### config.mk
export PLATFORM = sky130hd
export DESIGN_NAME = acs_seq
export DESIGN_NICKNAME = d
export VERILOG_FILES = /design/src/logic/acs_sat.v /design/src/logic/acs_seq.v
export VERILOG_INCLUDE_DIRS = /design/src /design/src/logic
export SDC_FILE = /design/constraint.sdc
export NUM_CORES = 1
export LEC_CHECK = 0
export ABC_AREA = 1
export BUFFER_PORTS_ARGS = -buffer_cell sky130_fd_sc_hd__buf_2
export CAP_MARGIN = 20
export CORE_ASPECT_RATIO = 0.5
export CORE_MARGIN = 2
export CORE_UTILIZATION = 39
export DETAILED_ROUTE_END_ITERATION = 12
export PLACE_DENSITY = 0.59
export SLEW_MARGIN = 25
export SYNTH_ARGS = -nofsm -noshare
export SYNTH_HDL_FRONTEND = slang
export SYNTH_HIERARCHICAL = 1
export SYNTH_SLANG_ARGS = --single-unit
### constraint.sdc
create_clock -name core_clk_i -period 5.2 [get_ports core_clk_i]
set_clock_uncertainty 0.15 [all_clocks]
set_input_delay 0.52 -clock core_clk_i [delete_from_list [all_inputs] [get_ports core_clk_i]]
set_output_delay 0.52 -clock core_clk_i [all_outputs]
set_load 0.05 [all_outputs]
### src/logic/acs_regs.vh
// Operation
// - Restart pin rising edge aborts conversion, restarts filter, begins fresh conversion.
// - Restart pin low forces data_ready_n high through the following conversion.
// - After settling time data_ready_n falls; first result is already settled.
// - Input select value 23h routes input 2 positive, input 3 negative.
// - Resume command in low-power idle wakes device, which then converts continuously.
// - Wakeup allows 64 modulator clocks of four master periods each.
// - One-shot data_ready_n falls after settling time plus 256 master periods.
// - After restart, mux change or wakeup, convert continuously at data rate.
// - Input step settles in 5, 3, 2, 1 ready periods by rate.
// - Each result is a 24-bit two's-complement word.
// - Full scale codes 7fffffh and 800000h, saturating beyond full scale.
// - Zero gives 000000h, one LSB 000001h, minus one LSB ffffffh.
// - Restart settling is 0.21 ms at 30 kSPS, scaling with master clock.
`ifndef ACS_REGS_VH
`define ACS_REGS_VH

// ======================================================================
// Data format
`define ACS_CODE_W          24
`define ACS_POS_FS          24'h7fffff
`define ACS_NEG_FS          24'h800000

// ======================================================================
// Input select fields and reset value
`define ACS_SEL_POS_LSB     4
`define ACS_SEL_NEG_LSB     0
`define ACS_SEL_RST         8'h01

// ======================================================================
// Timing, in master clock periods unless noted
`define ACS_CLKIN_KHZ       7680
`define ACS_MOD_DIV         4
`define ACS_WAKE_MODCLK     64
`define ACS_ONESHOT_EXTRA   256
`define ACS_PERIOD_BASE     256
// Settling time per rate in units of 10 us
`define ACS_SETTLE_10US_R0  21
`define ACS_SETTLE_10US_R1  25
`define ACS_SETTLE_10US_R2  31
`define ACS_SETTLE_10US_R3  44
// Step settling in ready periods per rate
`define ACS_STEP_R0         5
`define ACS_STEP_R1         3
`define ACS_STEP_R2         2
`define ACS_STEP_R3         1

`endif

### src/logic/acs_sat.v
`timescale 1ns/10ps
`include "acs_regs.vh"

module acs_sat #(
	parameter IN_W = 26
) (
	input  wire signed [IN_W-1:0]        value_i,
	output reg  [`ACS_CODE_W-1:0]        code_o
);

	// ======================================================================
	// Saturate wide filter value to the output code
	localparam signed [IN_W-1:0] POS_LIM = $signed({{(IN_W-`ACS_CODE_W){1'b0}}, `ACS_POS_FS});
	localparam signed [IN_W-1:0] NEG_LIM = $signed({{(IN_W-`ACS_CODE_W){1'b1}}, `ACS_NEG_FS});

	always @*
	begin
		if (value_i > POS_LIM)
			code_o = `ACS_POS_FS;
		else if (value_i < NEG_LIM)
			code_o = `ACS_NEG_FS;
		else
			code_o = value_i[`ACS_CODE_W-1:0];
	end

endmodule // acs_sat

### src/logic/acs_seq.v
`timescale 1ns/10ps
`include "acs_regs.vh"

module acs_seq #(
	parameter IN_W = 26
) (
	input  wire                     core_clk_i,
	input  wire                     sys_rst_i,
	input  wire                     conversion_restart_pin_i,
	input  wire                     master_clk_i,
	input  wire [1:0]               rate_sel_i,
	input  wire                     filter_restart_cmd_i,
	input  wire                     resume_conversion_cmd_i,
	input  wire                     low_power_idle_cmd_i,
	input  wire                     read_data_cmd_i,
	input  wire                     write_register_cmd_i,
	input  wire [7:0]               reg_wdata_i,
	input  wire signed [IN_W-1:0]   filter_data_i,
	output reg                      data_ready_n_o,
	output reg  [`ACS_CODE_W-1:0]   result_o,
	output reg  [7:0]               input_select_reg_o,
	output reg  [3:0]               pos_input_o,
	output reg  [3:0]               neg_input_o,
	output reg                      idle_o,
	output reg                      settled_o
);

	// ======================================================================
	// Constants
	localparam [2:0] ST_IDLE   = 3'd0;
	localparam [2:0] ST_WAKE   = 3'd1;
	localparam [2:0] ST_SETTLE = 3'd2;
	localparam [2:0] ST_RUN    = 3'd3;
	localparam [2:0] ST_HOLD   = 3'd4;

	localparam integer WAKE_T  = `ACS_WAKE_MODCLK * `ACS_MOD_DIV;
	localparam integer EXTRA_T = `ACS_ONESHOT_EXTRA;
	// Least times, so rounded up to whole master periods
	localparam integer SETTLE_T0 = (`ACS_SETTLE_10US_R0 * `ACS_CLKIN_KHZ + 99) / 100;
	localparam integer SETTLE_T1 = (`ACS_SETTLE_10US_R1 * `ACS_CLKIN_KHZ + 99) / 100;
	localparam integer SETTLE_T2 = (`ACS_SETTLE_10US_R2 * `ACS_CLKIN_KHZ + 99) / 100;
	localparam integer SETTLE_T3 = (`ACS_SETTLE_10US_R3 * `ACS_CLKIN_KHZ + 99) / 100;
	localparam integer PERIOD_T0 = `ACS_PERIOD_BASE * 1;
	localparam integer PERIOD_T1 = `ACS_PERIOD_BASE * 2;
	localparam integer PERIOD_T2 = `ACS_PERIOD_BASE * 4;
	localparam integer PERIOD_T3 = `ACS_PERIOD_BASE * 8;
	localparam integer STEP_N0   = `ACS_STEP_R0;
	localparam integer STEP_N1   = `ACS_STEP_R1;
	localparam integer STEP_N2   = `ACS_STEP_R2;
	localparam integer STEP_N3   = `ACS_STEP_R3;

	// ======================================================================
	// Pin synchronisers and master clock edge tick
	reg  [1:0]               pin_sync;
	reg                      pin_prev;
	reg  [1:0]               mclk_sync;
	reg                      mclk_prev;
	wire                     pin_s;
	wire                     pin_rise;
	wire                     tick;

	always @(posedge core_clk_i or posedge sys_rst_i)
	begin
		if (sys_rst_i)
		begin
			pin_sync  <= 2'b11;
			pin_prev  <= 1'b1;
			mclk_sync <= 2'b00;
			mclk_prev <= 1'b0;
		end
		else
		begin
			pin_sync  <= {pin_sync[0], conversion_restart_pin_i};
			pin_prev  <= pin_sync[1];
			mclk_sync <= {mclk_sync[0], master_clk_i};
			mclk_prev <= mclk_sync[1];
		end
	end

	assign pin_s    = pin_sync[1];
	assign pin_rise = pin_s & ~pin_prev;
	assign tick     = mclk_sync[1] & ~mclk_prev;

	// ======================================================================
	// Rate dependent figures
	reg  [12:0]              settle_t;
	reg  [12:0]              period_t;
	reg  [2:0]               step_n;

	always @*
	begin
		case (rate_sel_i)
			2'd0:
			begin
				settle_t = SETTLE_T0[12:0];
				period_t = PERIOD_T0[12:0];
				step_n   = STEP_N0[2:0];
			end
			2'd1:
			begin
				settle_t = SETTLE_T1[12:0];
				period_t = PERIOD_T1[12:0];
				step_n   = STEP_N1[2:0];
			end
			2'd2:
			begin
				settle_t = SETTLE_T2[12:0];
				period_t = PERIOD_T2[12:0];
				step_n   = STEP_N2[2:0];
			end
			default:
			begin
				settle_t = SETTLE_T3[12:0];
				period_t = PERIOD_T3[12:0];
				step_n   = STEP_N3[2:0];
			end
		endcase
	end

	// ======================================================================
	// Output formatting
	wire [`ACS_CODE_W-1:0]   sat_code;

	acs_sat #(
		.IN_W    (IN_W)
	) u_sat (
		.value_i (filter_data_i),
		.code_o  (sat_code)
	);

	// ======================================================================
	// Sequencer
	reg  [2:0]               state;
	reg  [12:0]              cnt;
	reg                      oneshot;
	reg  [2:0]               step_cnt;
	reg  [2:0]               next_step;
	reg  [12:0]              settle_end;
	reg                      done;
	wire                     pin_abort;
	wire                     restarting;

	assign pin_abort  = ~pin_s | pin_rise;
	assign restarting = pin_abort | filter_restart_cmd_i | low_power_idle_cmd_i
	                  | (resume_conversion_cmd_i & ((state == ST_IDLE) | (state == ST_HOLD)));

	always @*
	begin
		settle_end = settle_t + (oneshot ? EXTRA_T[12:0] : 13'd0) - 13'd1;
		next_step  = (step_cnt < step_n) ? step_cnt + 3'd1 : step_cnt;
		done       = 1'b0;
		if (tick)
		begin
			if ((state == ST_SETTLE) && (cnt == settle_end))
				done = 1'b1;
			else if ((state == ST_RUN) && (cnt == period_t - 13'd1))
				done = 1'b1;
		end
	end

	always @(posedge core_clk_i or posedge sys_rst_i)
	begin
		if (sys_rst_i)
		begin
			state    <= ST_SETTLE;
			cnt      <= 13'd0;
			oneshot  <= 1'b0;
			step_cnt <= 3'd0;
		end
		else if (~pin_s)
		begin
			state <= ST_HOLD;
			cnt   <= 13'd0;
		end
		else if (pin_rise)
		begin
			state    <= ST_SETTLE;
			cnt      <= 13'd0;
			oneshot  <= 1'b0;
			step_cnt <= 3'd0;
		end
		else if (filter_restart_cmd_i)
		begin
			// Parked until the resume command
			state <= ST_HOLD;
			cnt   <= 13'd0;
		end
		else if (low_power_idle_cmd_i)
		begin
			state <= ST_IDLE;
			cnt   <= 13'd0;
		end
		else if (resume_conversion_cmd_i && (state == ST_IDLE))
		begin
			state    <= ST_WAKE;
			cnt      <= 13'd0;
			oneshot  <= 1'b1;
			step_cnt <= 3'd0;
		end
		else if (resume_conversion_cmd_i && (state == ST_HOLD))
		begin
			state    <= ST_SETTLE;
			cnt      <= 13'd0;
			oneshot  <= 1'b0;
			step_cnt <= 3'd0;
		end
		else
		begin
			// A mux change without restart is an input step; it must not eat a tick
			if (write_register_cmd_i)
				step_cnt <= 3'd0;
			else if (done)
				step_cnt <= (state == ST_SETTLE) ? step_n : next_step;
			if (tick)
			begin
				case (state)
					ST_WAKE:
					begin
						if (cnt == WAKE_T[12:0] - 13'd1)
						begin
							state <= ST_SETTLE;
							cnt   <= 13'd0;
						end
						else
							cnt <= cnt + 13'd1;
					end
					ST_SETTLE:
					begin
						if (done)
						begin
							state   <= ST_RUN;
							cnt     <= 13'd0;
							oneshot <= 1'b0;
						end
						else
							cnt <= cnt + 13'd1;
					end
					ST_RUN:
					begin
						if (done)
							cnt <= 13'd0;
						else
							cnt <= cnt + 13'd1;
					end
					ST_IDLE, ST_HOLD:
						cnt <= 13'd0;
					default:
						state <= ST_HOLD;
				endcase
			end
		end
	end

	// ======================================================================
	// Outputs; completion beats a read in the same cycle
	always @(posedge core_clk_i or posedge sys_rst_i)
	begin
		if (sys_rst_i)
		begin
			data_ready_n_o     <= 1'b1;
			result_o           <= {`ACS_CODE_W{1'b0}};
			input_select_reg_o <= `ACS_SEL_RST;
			pos_input_o        <= 4'h0;
			neg_input_o        <= 4'h1;
			idle_o             <= 1'b0;
			settled_o          <= 1'b0;
		end
		else
		begin
			idle_o <= (state == ST_IDLE);
			if (restarting)
			begin
				data_ready_n_o <= 1'b1;
				settled_o      <= 1'b0;
			end
			else if (done)
			begin
				data_ready_n_o <= 1'b0;
				result_o       <= sat_code;
				settled_o      <= (state == ST_SETTLE) | (next_step >= step_n);
			end
			else if (read_data_cmd_i)
				data_ready_n_o <= 1'b1;
			if (write_register_cmd_i & ~pin_abort & ~filter_restart_cmd_i
			    & ~low_power_idle_cmd_i & ~resume_conversion_cmd_i)
			begin
				input_select_reg_o <= reg_wdata_i;
				pos_input_o        <= reg_wdata_i[`ACS_SEL_POS_LSB+3:`ACS_SEL_POS_LSB];
				neg_input_o        <= reg_wdata_i[`ACS_SEL_NEG_LSB+3:`ACS_SEL_NEG_LSB];
				if (~restarting & ~done)
					settled_o <= 1'b0;
			end
		end
	end

endmodule // acs_seq

==> flow_metrics.py, run 1 <==
metrics = {
    "cells_and_area": {
        "diodes": 0,
        "final_nets": 633,
        "layout-drive-gt1-share_pct": 31.6,
        "area_growth_pct": 17.7,
    },
    "die": {
        "boundaryPins": 88,
        "die-area_mm2": 0.0113,
        "die_w_um": 148,
        "core_region_area_mm2": 0.0101,
        "num_rows": 26,
        "fp.dieH_um": 76.1,
        "start_util_pct": 39.9,
    },
    "worst_setup_path": {
        "r2r-end": "result_o[19]$_DFFE_PP0P_",
        "crit_path_start": "rate_sel_i[0]",
        "rrSetupSlack_ns": 2.03,
        "crit_fanout": 50,
        "path_class": "in -> reg",
        "cp-start-kind": "input port",
        "rr_worst_depth": 16,
        "required_ns": 5.23,
        "worst_setup_path_end_kind": "flip-flop",
        "regToRegStartpoint": "oneshot$_DFFE_PP0P_",
        "crit_arrival_ns": 3.77,
    },
    "synthesis": {
        "synth_top_family_by_area": "simple AND/OR/NAND/NOR gates",
        "syn_area_mm2": 0.00405,
        "async_flop_share_pct": 100,
        "yosys.cell_count.top_type": "nand2_1",
        "syn_avg_cell_area_um2": 8.25,
        "ys_types": 39,
        "muxShareOfSynthArea_pct": 3.06,
        "synth_edf_count": 0,
        "ys_warn_count": 6,
        "yosys.area_share.adder_pct": 6.49,
        "synth_compound_area_share_pct": 13.0,
        "ys_ff_latch": 61,
        "yosys-top-cells-area": "dfrtp_1 (34%), nand2_1 (13%), ha_1 (6.5%)",
        "synth_area_leader_cell": "dfrtp_1",
        "synth_common_cells": "nand2_1 (140), inv_1 (69), dfrtp_1 (55)",
        "synthXorXnorAreaFrac_pct": 4.11,
        "syn_nets": 557,
        "seq_area_frac_synth_pct": 37.9,
        "synth_top_cell_area_share_pct": 34.0,
        "synth_cells": 491,
        "yosys.area_share.simple_pct": 23.9,
        "synthFlopType": "dfrtp_1",
    },
    "sta": {
        "rsz0062_at_grt": "false",
        "max_clock_freq_mhz": 267,
        "fin_crit_sh_pct": 71.9,
        "slew_viol_final": 0,
        "max-slew-margin-rel_pct": 47.6,
        "fin_tns_setup_ns": 0,
        "finalHoldViolations": 0,
        "worst_pin_slew_ns": 0.785,
        "setup_viol": 0,
        "period_needed_ns": 3.74,
    },
    "route": {
        "dr.pass1.iters": 4,
        "viasPerCell": 4.59,
        "avgRoutedWirePerCell_um": 12.1,
        "routed_wl_mm": 8.64,
        "ant_nets": 0,
        "drt_first_iter_violations": 169,
        "num_vias": 3269,
        "drc": 0,
    },
    "placement": {
        "dp_hpwl_mm": 6.41,
        "port_buffers": 87,
        "place.gp.congestion": 0.840,
    },
    "global_routing": {
        "grt_pass1_vias": 2990,
        "grt_pass1_wl_mm": 14.6,
        "grtUsageTotal_pct": 16.0,
        "grt_max_degree": 62,
        "overflow": 0,
        "antenna_found_initial": 0,
    },
    "clock_tree": {
        "clock_sinks": 61,
        "cts_hold_buf": 0,
        "clk_pin_slew_worst_paths_ns": 0.05,
        "ctsHtreeMaxLevel": 3,
        "clock_latency_ns": 0.32,
        "cts_resized": 0,
        "cts_root_buf": "clkbuf_16",
        "cts_tree": "done",
        "cts_setup_buffers": 0,
        "cts_made_buffers": 9,
        "cts_buffer_depth": 2,
    },
    "flow_run": {
        "drv_cap": 0,
    },
    "worst_hold_path": {
        "worstHoldStart": "conversion_restart_pin_i",
        "whs_endpoint": "pin_sync[0]$_DFF_PP1_",
        "whs_path_depth": 1,
        "hold_class": "in -> reg",
    },
    "pwr": {
        "ir_drop_mv": 0.180,
        "power_mw": 1.39,
        "power.density_mw_per_mm2": 291,
        "leakagePower_nw": 2.57,
    },
    "run_status": {
        "status": "finished, final reports clean",
    },
}
==> per-layer routing <==
layer	global-route usage, %	vias up	share of wire (%)
met5	0	-	0
met4	4.57	0	0.88
met3	3.95	6	3.4
li1	-	1701	-
met2	23.3	61	44
met1	23.4	1501	52
==> flip-flops by register name, summed over array words and instances, names as in the netlist, 2 cells and up <==
signal,count
result_o,24
cnt,13
input_select_reg_o,8
state,3
step_cnt,3
mclk_sync,2
pin_sync,2
==> through the flow <==
stage               cell area, µm²  std cells  setup slack, ns  hold WS, ns  utilization [%]
detailed placement            4480        696             1.12        0.187             44.1
CTS                           4770        712             1.44        0.137             47.0
floorplan                     4050        491             2.07        0.181                -
global route                  4770        712             1.12        0.138             47.0
global placement              4480        696             1.28        0.185             44.1
finish                        4770        712             1.46        0.146             47.0
==> area by class of cell <==
cell class | count | area [µm²]
Fill cell | 1014 | 5380
Multi-Input combinational cell | 334 | 2050
Sequential cell | 61 | 1530
Timing Repair Buffer | 88 | 443
Inverter | 73 | 274
Clock buffer | 10 | 229
Tap cell | 140 | 175
Clock inverter | 6 | 63.8
==> cell usage in the layout (no fill, tap or decap), types with 8 or more instances in the layout <==
master / instances
nand2_2: 11
xor2_1: 13
o21ai_0: 8
o21ai_2: 27
nand2_1: 140
dfrtp_1: 55
ha_1: 21
mux2_2: 9
nor2_1: 25
buf_2: 87
inv_1: 68
o22ai_2: 8
clkbuf_16: 9
nand3_1: 19
==> worst max-delay path, stage by stage <==
cell and delay, ns:
buf_2 0.14, inv_1 0.14, ha_1 0.25, inv_1 0.12, ha_1 0.20, or2_2 0.27, ha_1 0.35, nand2_1 0.10
nor2_1 0.12, nand2_1 0.08, nand2_1 0.07, nand2_1 0.06, nand2_1 0.06, nand2_1 0.05, nand2_1 0.06, nand4_1 0.11
nand2_2 0.15, nand3_4 0.55, nand2_1 0.29, o21ai_2 0.07
==> how the worst max path moves through the flow <==
stage,end
detailed placement,result_o[19]$_DFFE_PP0P_
global placement,result_o[15]$_DFFE_PP0P_
finish,result_o[19]$_DFFE_PP0P_
CTS,result_o[19]$_DFFE_PP0P_
global route,result_o[19]$_DFFE_PP0P_
floorplan,result_o[5]$_DFFE_PP0P_
==> power breakdown <==
part / internal, mW / total, mW / switching [mW]
logic: 0.0879 / 0.296 / 0.208
registers: 0.498 / 0.513 / 0.0154
clock network: 0.370 / 0.580 / 0.210
==> logic make-up after synthesis <==
group                      after synthesis
xor gates and xnor gates                19
and+or+nand+nor                        221
DFF                                     61
buffers and inverters                   96
muxes                                   10
AOI/OAI and AO/OA                       63
adders and majority gates               21
Note: power is estimated with default switching activity, not from simulation.
==> run 2, diff against run 1 <==
clock period = 3.8 ns   (was 5.2 ns; I/O delays follow)
==> run 2 against run 1 <==
Sequential power is 37% higher; wire length is 0.40% lower; final cell count is 0.42% higher; first-iteration DRC count is 5.3% higher; critical endpoint is now cnt[9]$_DFFE_PP0P_.
==> flow_metrics.py, run 2 (synthesis results as in run 1) <==
metrics = {
    "run_status": {
        "status": "finished, final reports clean",
    },
    "placement": {
        "port_buffers": 87,
        "dpl.cell_count": 698,
        "placed_area_mm2": 0.00452,
        "place_ws_ns": 0.225,
        "dp_hpwl_mm": 6.43,
        "place.gp.congestion": 0.837,
    },
    "clock_tree": {
        "clock_sinks": 61,
        "cts_buffer_depth": 2,
        "cts_hold_buf": 1,
        "clock_latency_ns": 0.32,
        "cts_setup_buffers": 0,
        "ctsHtreeMaxLevel": 3,
        "cts_made_buffers": 9,
        "clk_pin_slew_worst_paths_ns": 0.05,
        "cts_root_buf": "clkbuf_16",
        "cts_tree": "done",
        "cts_resized": 0,
    },
    "cells_and_area": {
        "diodes": 0,
        "area_growth_pct": 19.5,
        "largest_registers": "result_o: 24 flops, cnt: 13 flops, input_select_reg_o: 8 flops",
        "nFillCells": 1001,
        "stdcell_count": 715,
        "largest_reg_flops": 24,
        "final_cell_mix": "nand2_1 (140), buf_2 (87), inv_1 (68)",
        "layout-drive-gt1-share_pct": 31.8,
        "register_area_mm2": 0.00153,
        "multiInputGateArea_mm2": 0.00205,
        "finalInstanceArea_mm2": 0.00484,
        "utilization_pct": 47.7,
        "final_nets": 636,
        "regMostFlops": "result_o",
        "layout_commonest_cell": "nand2_1",
    },
    "worst_setup_path": {
        "cp-start-kind": "input port",
        "worst_setup_path_end_kind": "flip-flop",
        "crit_arrival_ns": 3.34,
        "path_class": "in -> reg",
        "rr_worst_depth": 17,
        "required_ns": 3.88,
        "crit_fanout": 12,
    },
    "die": {
        "boundaryPins": 88,
        "fp.dieH_um": 76.1,
        "die-area_mm2": 0.0113,
        "die_w_um": 148,
        "core_region_area_mm2": 0.0101,
        "num_rows": 26,
        "start_util_pct": 39.9,
    },
    "global_routing": {
        "grt_busiest_layer": "met2",
        "grt_pass1_wl_mm": 14.6,
        "grtUsageMet1_pct": 23.2,
        "grt_max_degree": 41,
        "use_met3_pct": 4.91,
        "overflow": 0,
        "grtUsageTotal_pct": 16.0,
        "antenna_found_initial": 0,
        "grt_pass1_vias": 3035,
        "met2_usage_pct": 23.3,
    },
    "route": {
        "ant_nets": 0,
        "dr.pass1.iters": 4,
        "viasPerCell": 4.52,
        "drc": 0,
        "num_vias": 3232,
        "drt_first_iter_violations": 178,
        "routed_wl_mm": 8.61,
        "avgRoutedWirePerCell_um": 12.0,
    },
    "worst_hold_path": {
        "hold_class": "in -> reg",
        "whs_path_depth": 1,
    },
    "sta": {
        "max-slew-margin-rel_pct": 43.5,
        "finalHoldViolations": 0,
        "fin_tns_setup_ns": 0,
        "fin_crit_sh_pct": 85.9,
        "hold_ws_ns": 0.0107,
        "period_needed_ns": 3.26,
        "rsz0062_at_grt": "false",
        "worst_pin_slew_ns": 0.846,
        "finalWorstSetupSlack_ns": 0.537,
        "setup_viol": 0,
        "slew_viol_final": 0,
        "max_clock_freq_mhz": 306,
    },
    "flow_run": {
        "drv_cap": 0,
    },
    "pwr": {
        "leakagePower_nw": 2.61,
        "power.density_mw_per_mm2": 406,
        "power_mw": 1.97,
        "ir_drop_mv": 0.210,
    },
}
## run 2: changes by cell type in the layout (fill, tap and decap cells not counted)
| cell | previous run | this run |
|---|---|---|
| clkinv_4 | 1 | 0 |
| bufinv_16 | 1 | 2 |
| dlygate4sd3_1 | 0 | 1 |
| inv_6 | 0 | 1 |
| clkinvlp_4 | 2 | 1 |
| buf_12 | 0 | 2 |
## run 2: where the power goes
| group | switching [mW] | internal, mW |
|---|---|---|
| clock network | 0.288 | 0.573 |
| logic | 0.283 | 0.121 |
| registers | 0.0217 | 0.681 |
| total | 0.592 | 1.38 |
## run 2: worst max-delay path, stage by stage
cell and delay (ns):
buf_2 0.14, inv_1 0.14, ha_1 0.25, inv_1 0.11
ha_1 0.19, or2_2 0.27, ha_1 0.35, nand2_1 0.13
nor2_1 0.05, nor2_1 0.12, nand2_1 0.06, nand2_1 0.07
nand2_1 0.05, nand2_1 0.05, nand2_1 0.05, nand4_1 0.10
nand2_2 0.12, nand2_4 0.11, nand3_2 0.30, o21ai_0 0.28
## run 2: path summary, 6_finish.rpt
check	from	end	slack (ns)
max	rate_sel_i[0]	cnt[9]$_DFFE_PP0P_	0.54
min	master_clk_i	mclk_sync[0]$_DFF_PP0_	0.01
max reg2reg	oneshot$_DFFE_PP0P_	cnt[9]$_DFFE_PP0P_	1.02
min reg2reg	mclk_sync[0]$_DFF_PP0_	mclk_sync[1]$_DFF_PP0_	0.20
max in group asynchronous	sys_rst_i	pin_sync[0]$_DFF_PP1_	2.55
min in group asynchronous	sys_rst_i	result_o[14]$_DFFE_PP0P_	0.08
## run 2: area by class of cell
class                      instances  share of cell area [%]
timing repair buffer              91                    10.2
clock inverter                     6                    1.78
inverter                          73                    5.66
sequential                        61                    31.7
tap                              140                    3.62
multi-input combinational        334                    42.4
clock buffer                      10                    4.73
## run 2: routing by layer
metal / vias up / part of all wire [%]
li1: 1706 / -
met4: 0 / 0.51
met3: 4 / 5.1
met1: 1463 / 51
met2: 59 / 44
met5: - / 0
==> run 3, diff against run 2 <==
--- a/config.mk
+++ b/config.mk
@@ -7,5 +7,4 @@
 export NUM_CORES = 1
 export LEC_CHECK = 0
-export ABC_AREA = 1
 export BUFFER_PORTS_ARGS = -buffer_cell sky130_fd_sc_hd__buf_2
 export CAP_MARGIN = 20
--- a/constraint.sdc
+++ b/constraint.sdc
@@ -3,3 +3,3 @@
 set_input_delay 0.38 -clock core_clk_i [delete_from_list [all_inputs] [get_ports core_clk_i]]
 set_output_delay 0.38 -clock core_clk_i [all_outputs]
-set_load 0.05 [all_outputs]
+set_load 0.02 [all_outputs]
==> run 3 against run 2 <==
Wire length up 8.8%; global-route usage rose by 0.38 points; clock power rose by 0.9%; sequential share of layout area down 1.3 points; worst setup slack got worse by 0.064 ns; first-iteration DRC count grew 17%; sequential power is 1% lower; fmax decreased by 1.9%; critical endpoint is now state[2]$_DFFE_PP0P_.
==> flow_metrics.py, run 3 <==
metrics = {
    "run_status": {
        "status": "finished, final reports clean",
    },
    "global_routing": {
        "grt_pass1_wl_mm": 15.9,
        "antenna_found_initial": 0,
        "overflow": 0,
        "grt_max_degree": 48,
        "grtUsageTotal_pct": 16.4,
        "grt_pass1_vias": 3202,
    },
    "route": {
        "avgRoutedWirePerCell_um": 14.1,
        "routed_wl_mm": 9.36,
        "viasPerCell": 5.04,
        "num_vias": 3358,
        "drc": 0,
        "drt_first_iter_violations": 208,
        "dr.pass1.iters": 4,
        "ant_nets": 0,
    },
    "sta": {
        "hold_ws_ns": 0.0113,
        "fin_tns_setup_ns": 0,
        "max-slew-margin-rel_pct": 48.8,
        "rsz0062_at_grt": "false",
        "worst_pin_slew_ns": 0.768,
        "setup_viol": 0,
        "max_clock_freq_mhz": 301,
        "slew_viol_final": 0,
        "finalHoldViolations": 0,
        "fin_crit_sh_pct": 87.6,
        "period_needed_ns": 3.33,
    },
    "clock_tree": {
        "clock_sinks": 61,
        "cts_root_buf": "clkbuf_16",
        "cts_buffer_depth": 2,
        "cts_made_buffers": 9,
        "clk_pin_slew_worst_paths_ns": 0.05,
        "cts_tree": "done",
        "ctsHtreeMaxLevel": 3,
        "clock_latency_ns": 0.32,
    },
    "synthesis": {
        "synth_top_family_by_area": "compound AO/OA/AOI/OAI gates",
        "synth_area_leader_cell": "dfrtp_1",
        "synth_top_cell_area_share_pct": 32.1,
        "synthXorXnorAreaFrac_pct": 3.27,
        "ys_warn_count": 6,
        "synthFlopType": "dfrtp_1",
        "syn_avg_cell_area_um2": 9.54,
        "yosys.area_share.adder_pct": 6.13,
        "synth_edf_count": 0,
        "syn_area_mm2": 0.00428,
        "yosys.cell_count.top_type": "dfrtp_1",
        "yosys.area_share.simple_pct": 16.7,
        "ys_ff_latch": 61,
        "seq_area_frac_synth_pct": 35.8,
        "yosys-top-cells-area": "dfrtp_1 (32%), mux2_4 (7.0%), ha_1 (6.1%)",
        "synth_compound_area_share_pct": 18.4,
        "muxShareOfSynthArea_pct": 11.7,
        "syn_nets": 515,
        "ys_types": 56,
        "async_flop_share_pct": 100,
        "synth_cells": 449,
        "synth_common_cells": "dfrtp_1 (55), nor2_1 (36), nand2_1 (33)",
    },
    "worst_setup_path": {
        "required_ns": 3.86,
        "cp-start-kind": "input port",
        "worst_setup_path_end_kind": "flip-flop",
        "cp_cell_sequence": "buf_2, inv_1, ha_1, inv_1, ha_1, or2_2, ha_1, nand3_1, o22ai_1, mux2i_1, xor2_1, buf_4, nor2_1, o22ai_1, mux2_2",
        "slowest_delay_ns": 0.37,
        "crit_top_cell": "ha_1",
        "crit_fanout": 5,
        "crit_family": "adder cells",
        "crit_arrival_ns": 3.38,
        "path_class": "in -> reg",
        "crit_path_top_delay_cell": "mux2_2",
        "worstPathBufferInverterCount": 4,
    },
    "cells_and_area": {
        "layout-drive-gt1-share_pct": 32.5,
        "stdcell_count": 666,
        "diodes": 0,
        "largest_registers": "result_o: 24 flops, cnt: 13 flops, input_select_reg_o: 8 flops",
        "final_cell_mix": "buf_2 (87), dfrtp_1 (55), nor2_1 (36)",
        "area_growth_pct": 18.0,
        "final_nets": 587,
        "nFillCells": 949,
        "layout_commonest_cell": "buf_2",
        "regMostFlops": "result_o",
        "largest_reg_flops": 24,
    },
    "die": {
        "start_util_pct": 41.0,
        "core_region_area_mm2": 0.0104,
        "die_w_um": 152,
        "boundaryPins": 88,
        "die-area_mm2": 0.0119,
        "num_rows": 26,
        "fp.dieH_um": 78.1,
    },
    "placement": {
        "place.gp.congestion": 0.817,
        "dpl.cell_count": 649,
        "port_buffers": 87,
        "dp_hpwl_mm": 6.73,
    },
    "pwr": {
        "leakagePower_nw": 2.39,
        "power.density_mw_per_mm2": 369,
        "ir_drop_mv": 0.235,
    },
    "flow_run": {
        "drv_cap": 0,
    },
    "worst_hold_path": {
        "hold_class": "in -> async",
    },
}
run 3: changes by cell type in the layout (fill, tap and decap cells not counted), moves of 7 or more:
cell	before	now
a21boi_1	0	17
buf_4	1	8
inv_1	68	21
mux2_4	0	20
nand2_1	140	33
nand2_2	11	0
nand2b_1	0	8
nor2_1	25	36
o21ai_0	8	20
o21ai_2	27	0
o22ai_1	0	28
xor2_1	13	5
run 3: per-stage QoR:
step	power, mW	util [%]	area [µm²]	worst slack [ns]
final	1.86	48.4	5050	0.473
after global routing	1.96	48.4	5050	0.170
after CTS	1.89	48.3	5040	0.479
after detailed placement	1.01	45.1	4710	0.150
after global placement	1.00	45.1	4710	0.212
after floorplan	0.941	-	4280	0.417
run 3: kinds of logic (layout without fill, tap and decap cells):
group / Yosys count / after routing
muxes: 38 / 38
xor gates and xnor gates: 16 / 16
and+or+nand+nor: 140 / 140
buffers and inverters: 58 / 135
adders and majority gates: 21 / 21
DFF: 61 / 61
AOI/OAI and AO/OA: 115 / 115
run 3: cell type report:
type | count | area [µm²] | share of cell area, %
timing repair buffer | 97 | 526 | 10.4
inverter | 22 | 83.8 | 1.66
multi-input combinational | 330 | 2410 | 47.7
sequential | 61 | 1530 | 30.4
tap | 140 | 175 | 3.47
clock buffer | 9 | 225 | 4.46
clock inverter | 7 | 98.8 | 1.96
run 3: final timing paths:
check,startpoint,end,slack (ns),cells after the start
worst max-delay path,rate_sel_i[1],state[2]$_DFFE_PP0P_,0.47,15
worst min-delay path,sys_rst_i,input_select_reg_o[2]$_DFFE_PP0P_,0.01,2
worst max register to register,oneshot$_DFFE_PP0P_,result_o[16]$_DFFE_PP0P_,0.74,12
worst min register to register,mclk_sync[0]$_DFF_PP0_,mclk_sync[1]$_DFF_PP0_,0.19,0
max in group asynchronous,sys_rst_i,input_select_reg_o[3]$_DFFE_PP0P_,2.77,3
min in group core_clk_i,master_clk_i,mclk_sync[0]$_DFF_PP0_,0.01,1
run 3: what timing repair did:
action	CTS	global route
hold endpoints to repair	1	0
gates resized for setup	0	0
buffers inserted	0	0
hold buffers	1	0
run 3: report_power, final:
part | leakage, nW | total [mW] | switching [mW] | internal [mW]
Combinational | 1.43 | 0.302 | 0.179 | 0.123
Clock | 0.156 | 0.869 | 0.292 | 0.576
Sequential | 0.812 | 0.694 | 0.0173 | 0.676
run 3: metal layers:
metal	vias to the layer above	global-route usage, %	share of wire, %
met5	-	0	0
met4	0	5.14	1.0
met3	9	3.87	4.8
met2	79	24.5	43
met1	1519	23.5	52
li1	1751	-	-
run 3: worst reg2reg max path, stage by stage, from the launching register on:
cell     delay [ns]
dfrtp_1        0.37
inv_1          0.06
ha_1           0.27
inv_1          0.04
ha_1           0.36
o21ai_0        0.18
o21ai_0        0.29
xnor2_1        0.18
nand3_1        0.13
o31ai_2        0.27
nand3_2        0.11
buf_12         0.20
mux2_4         0.34
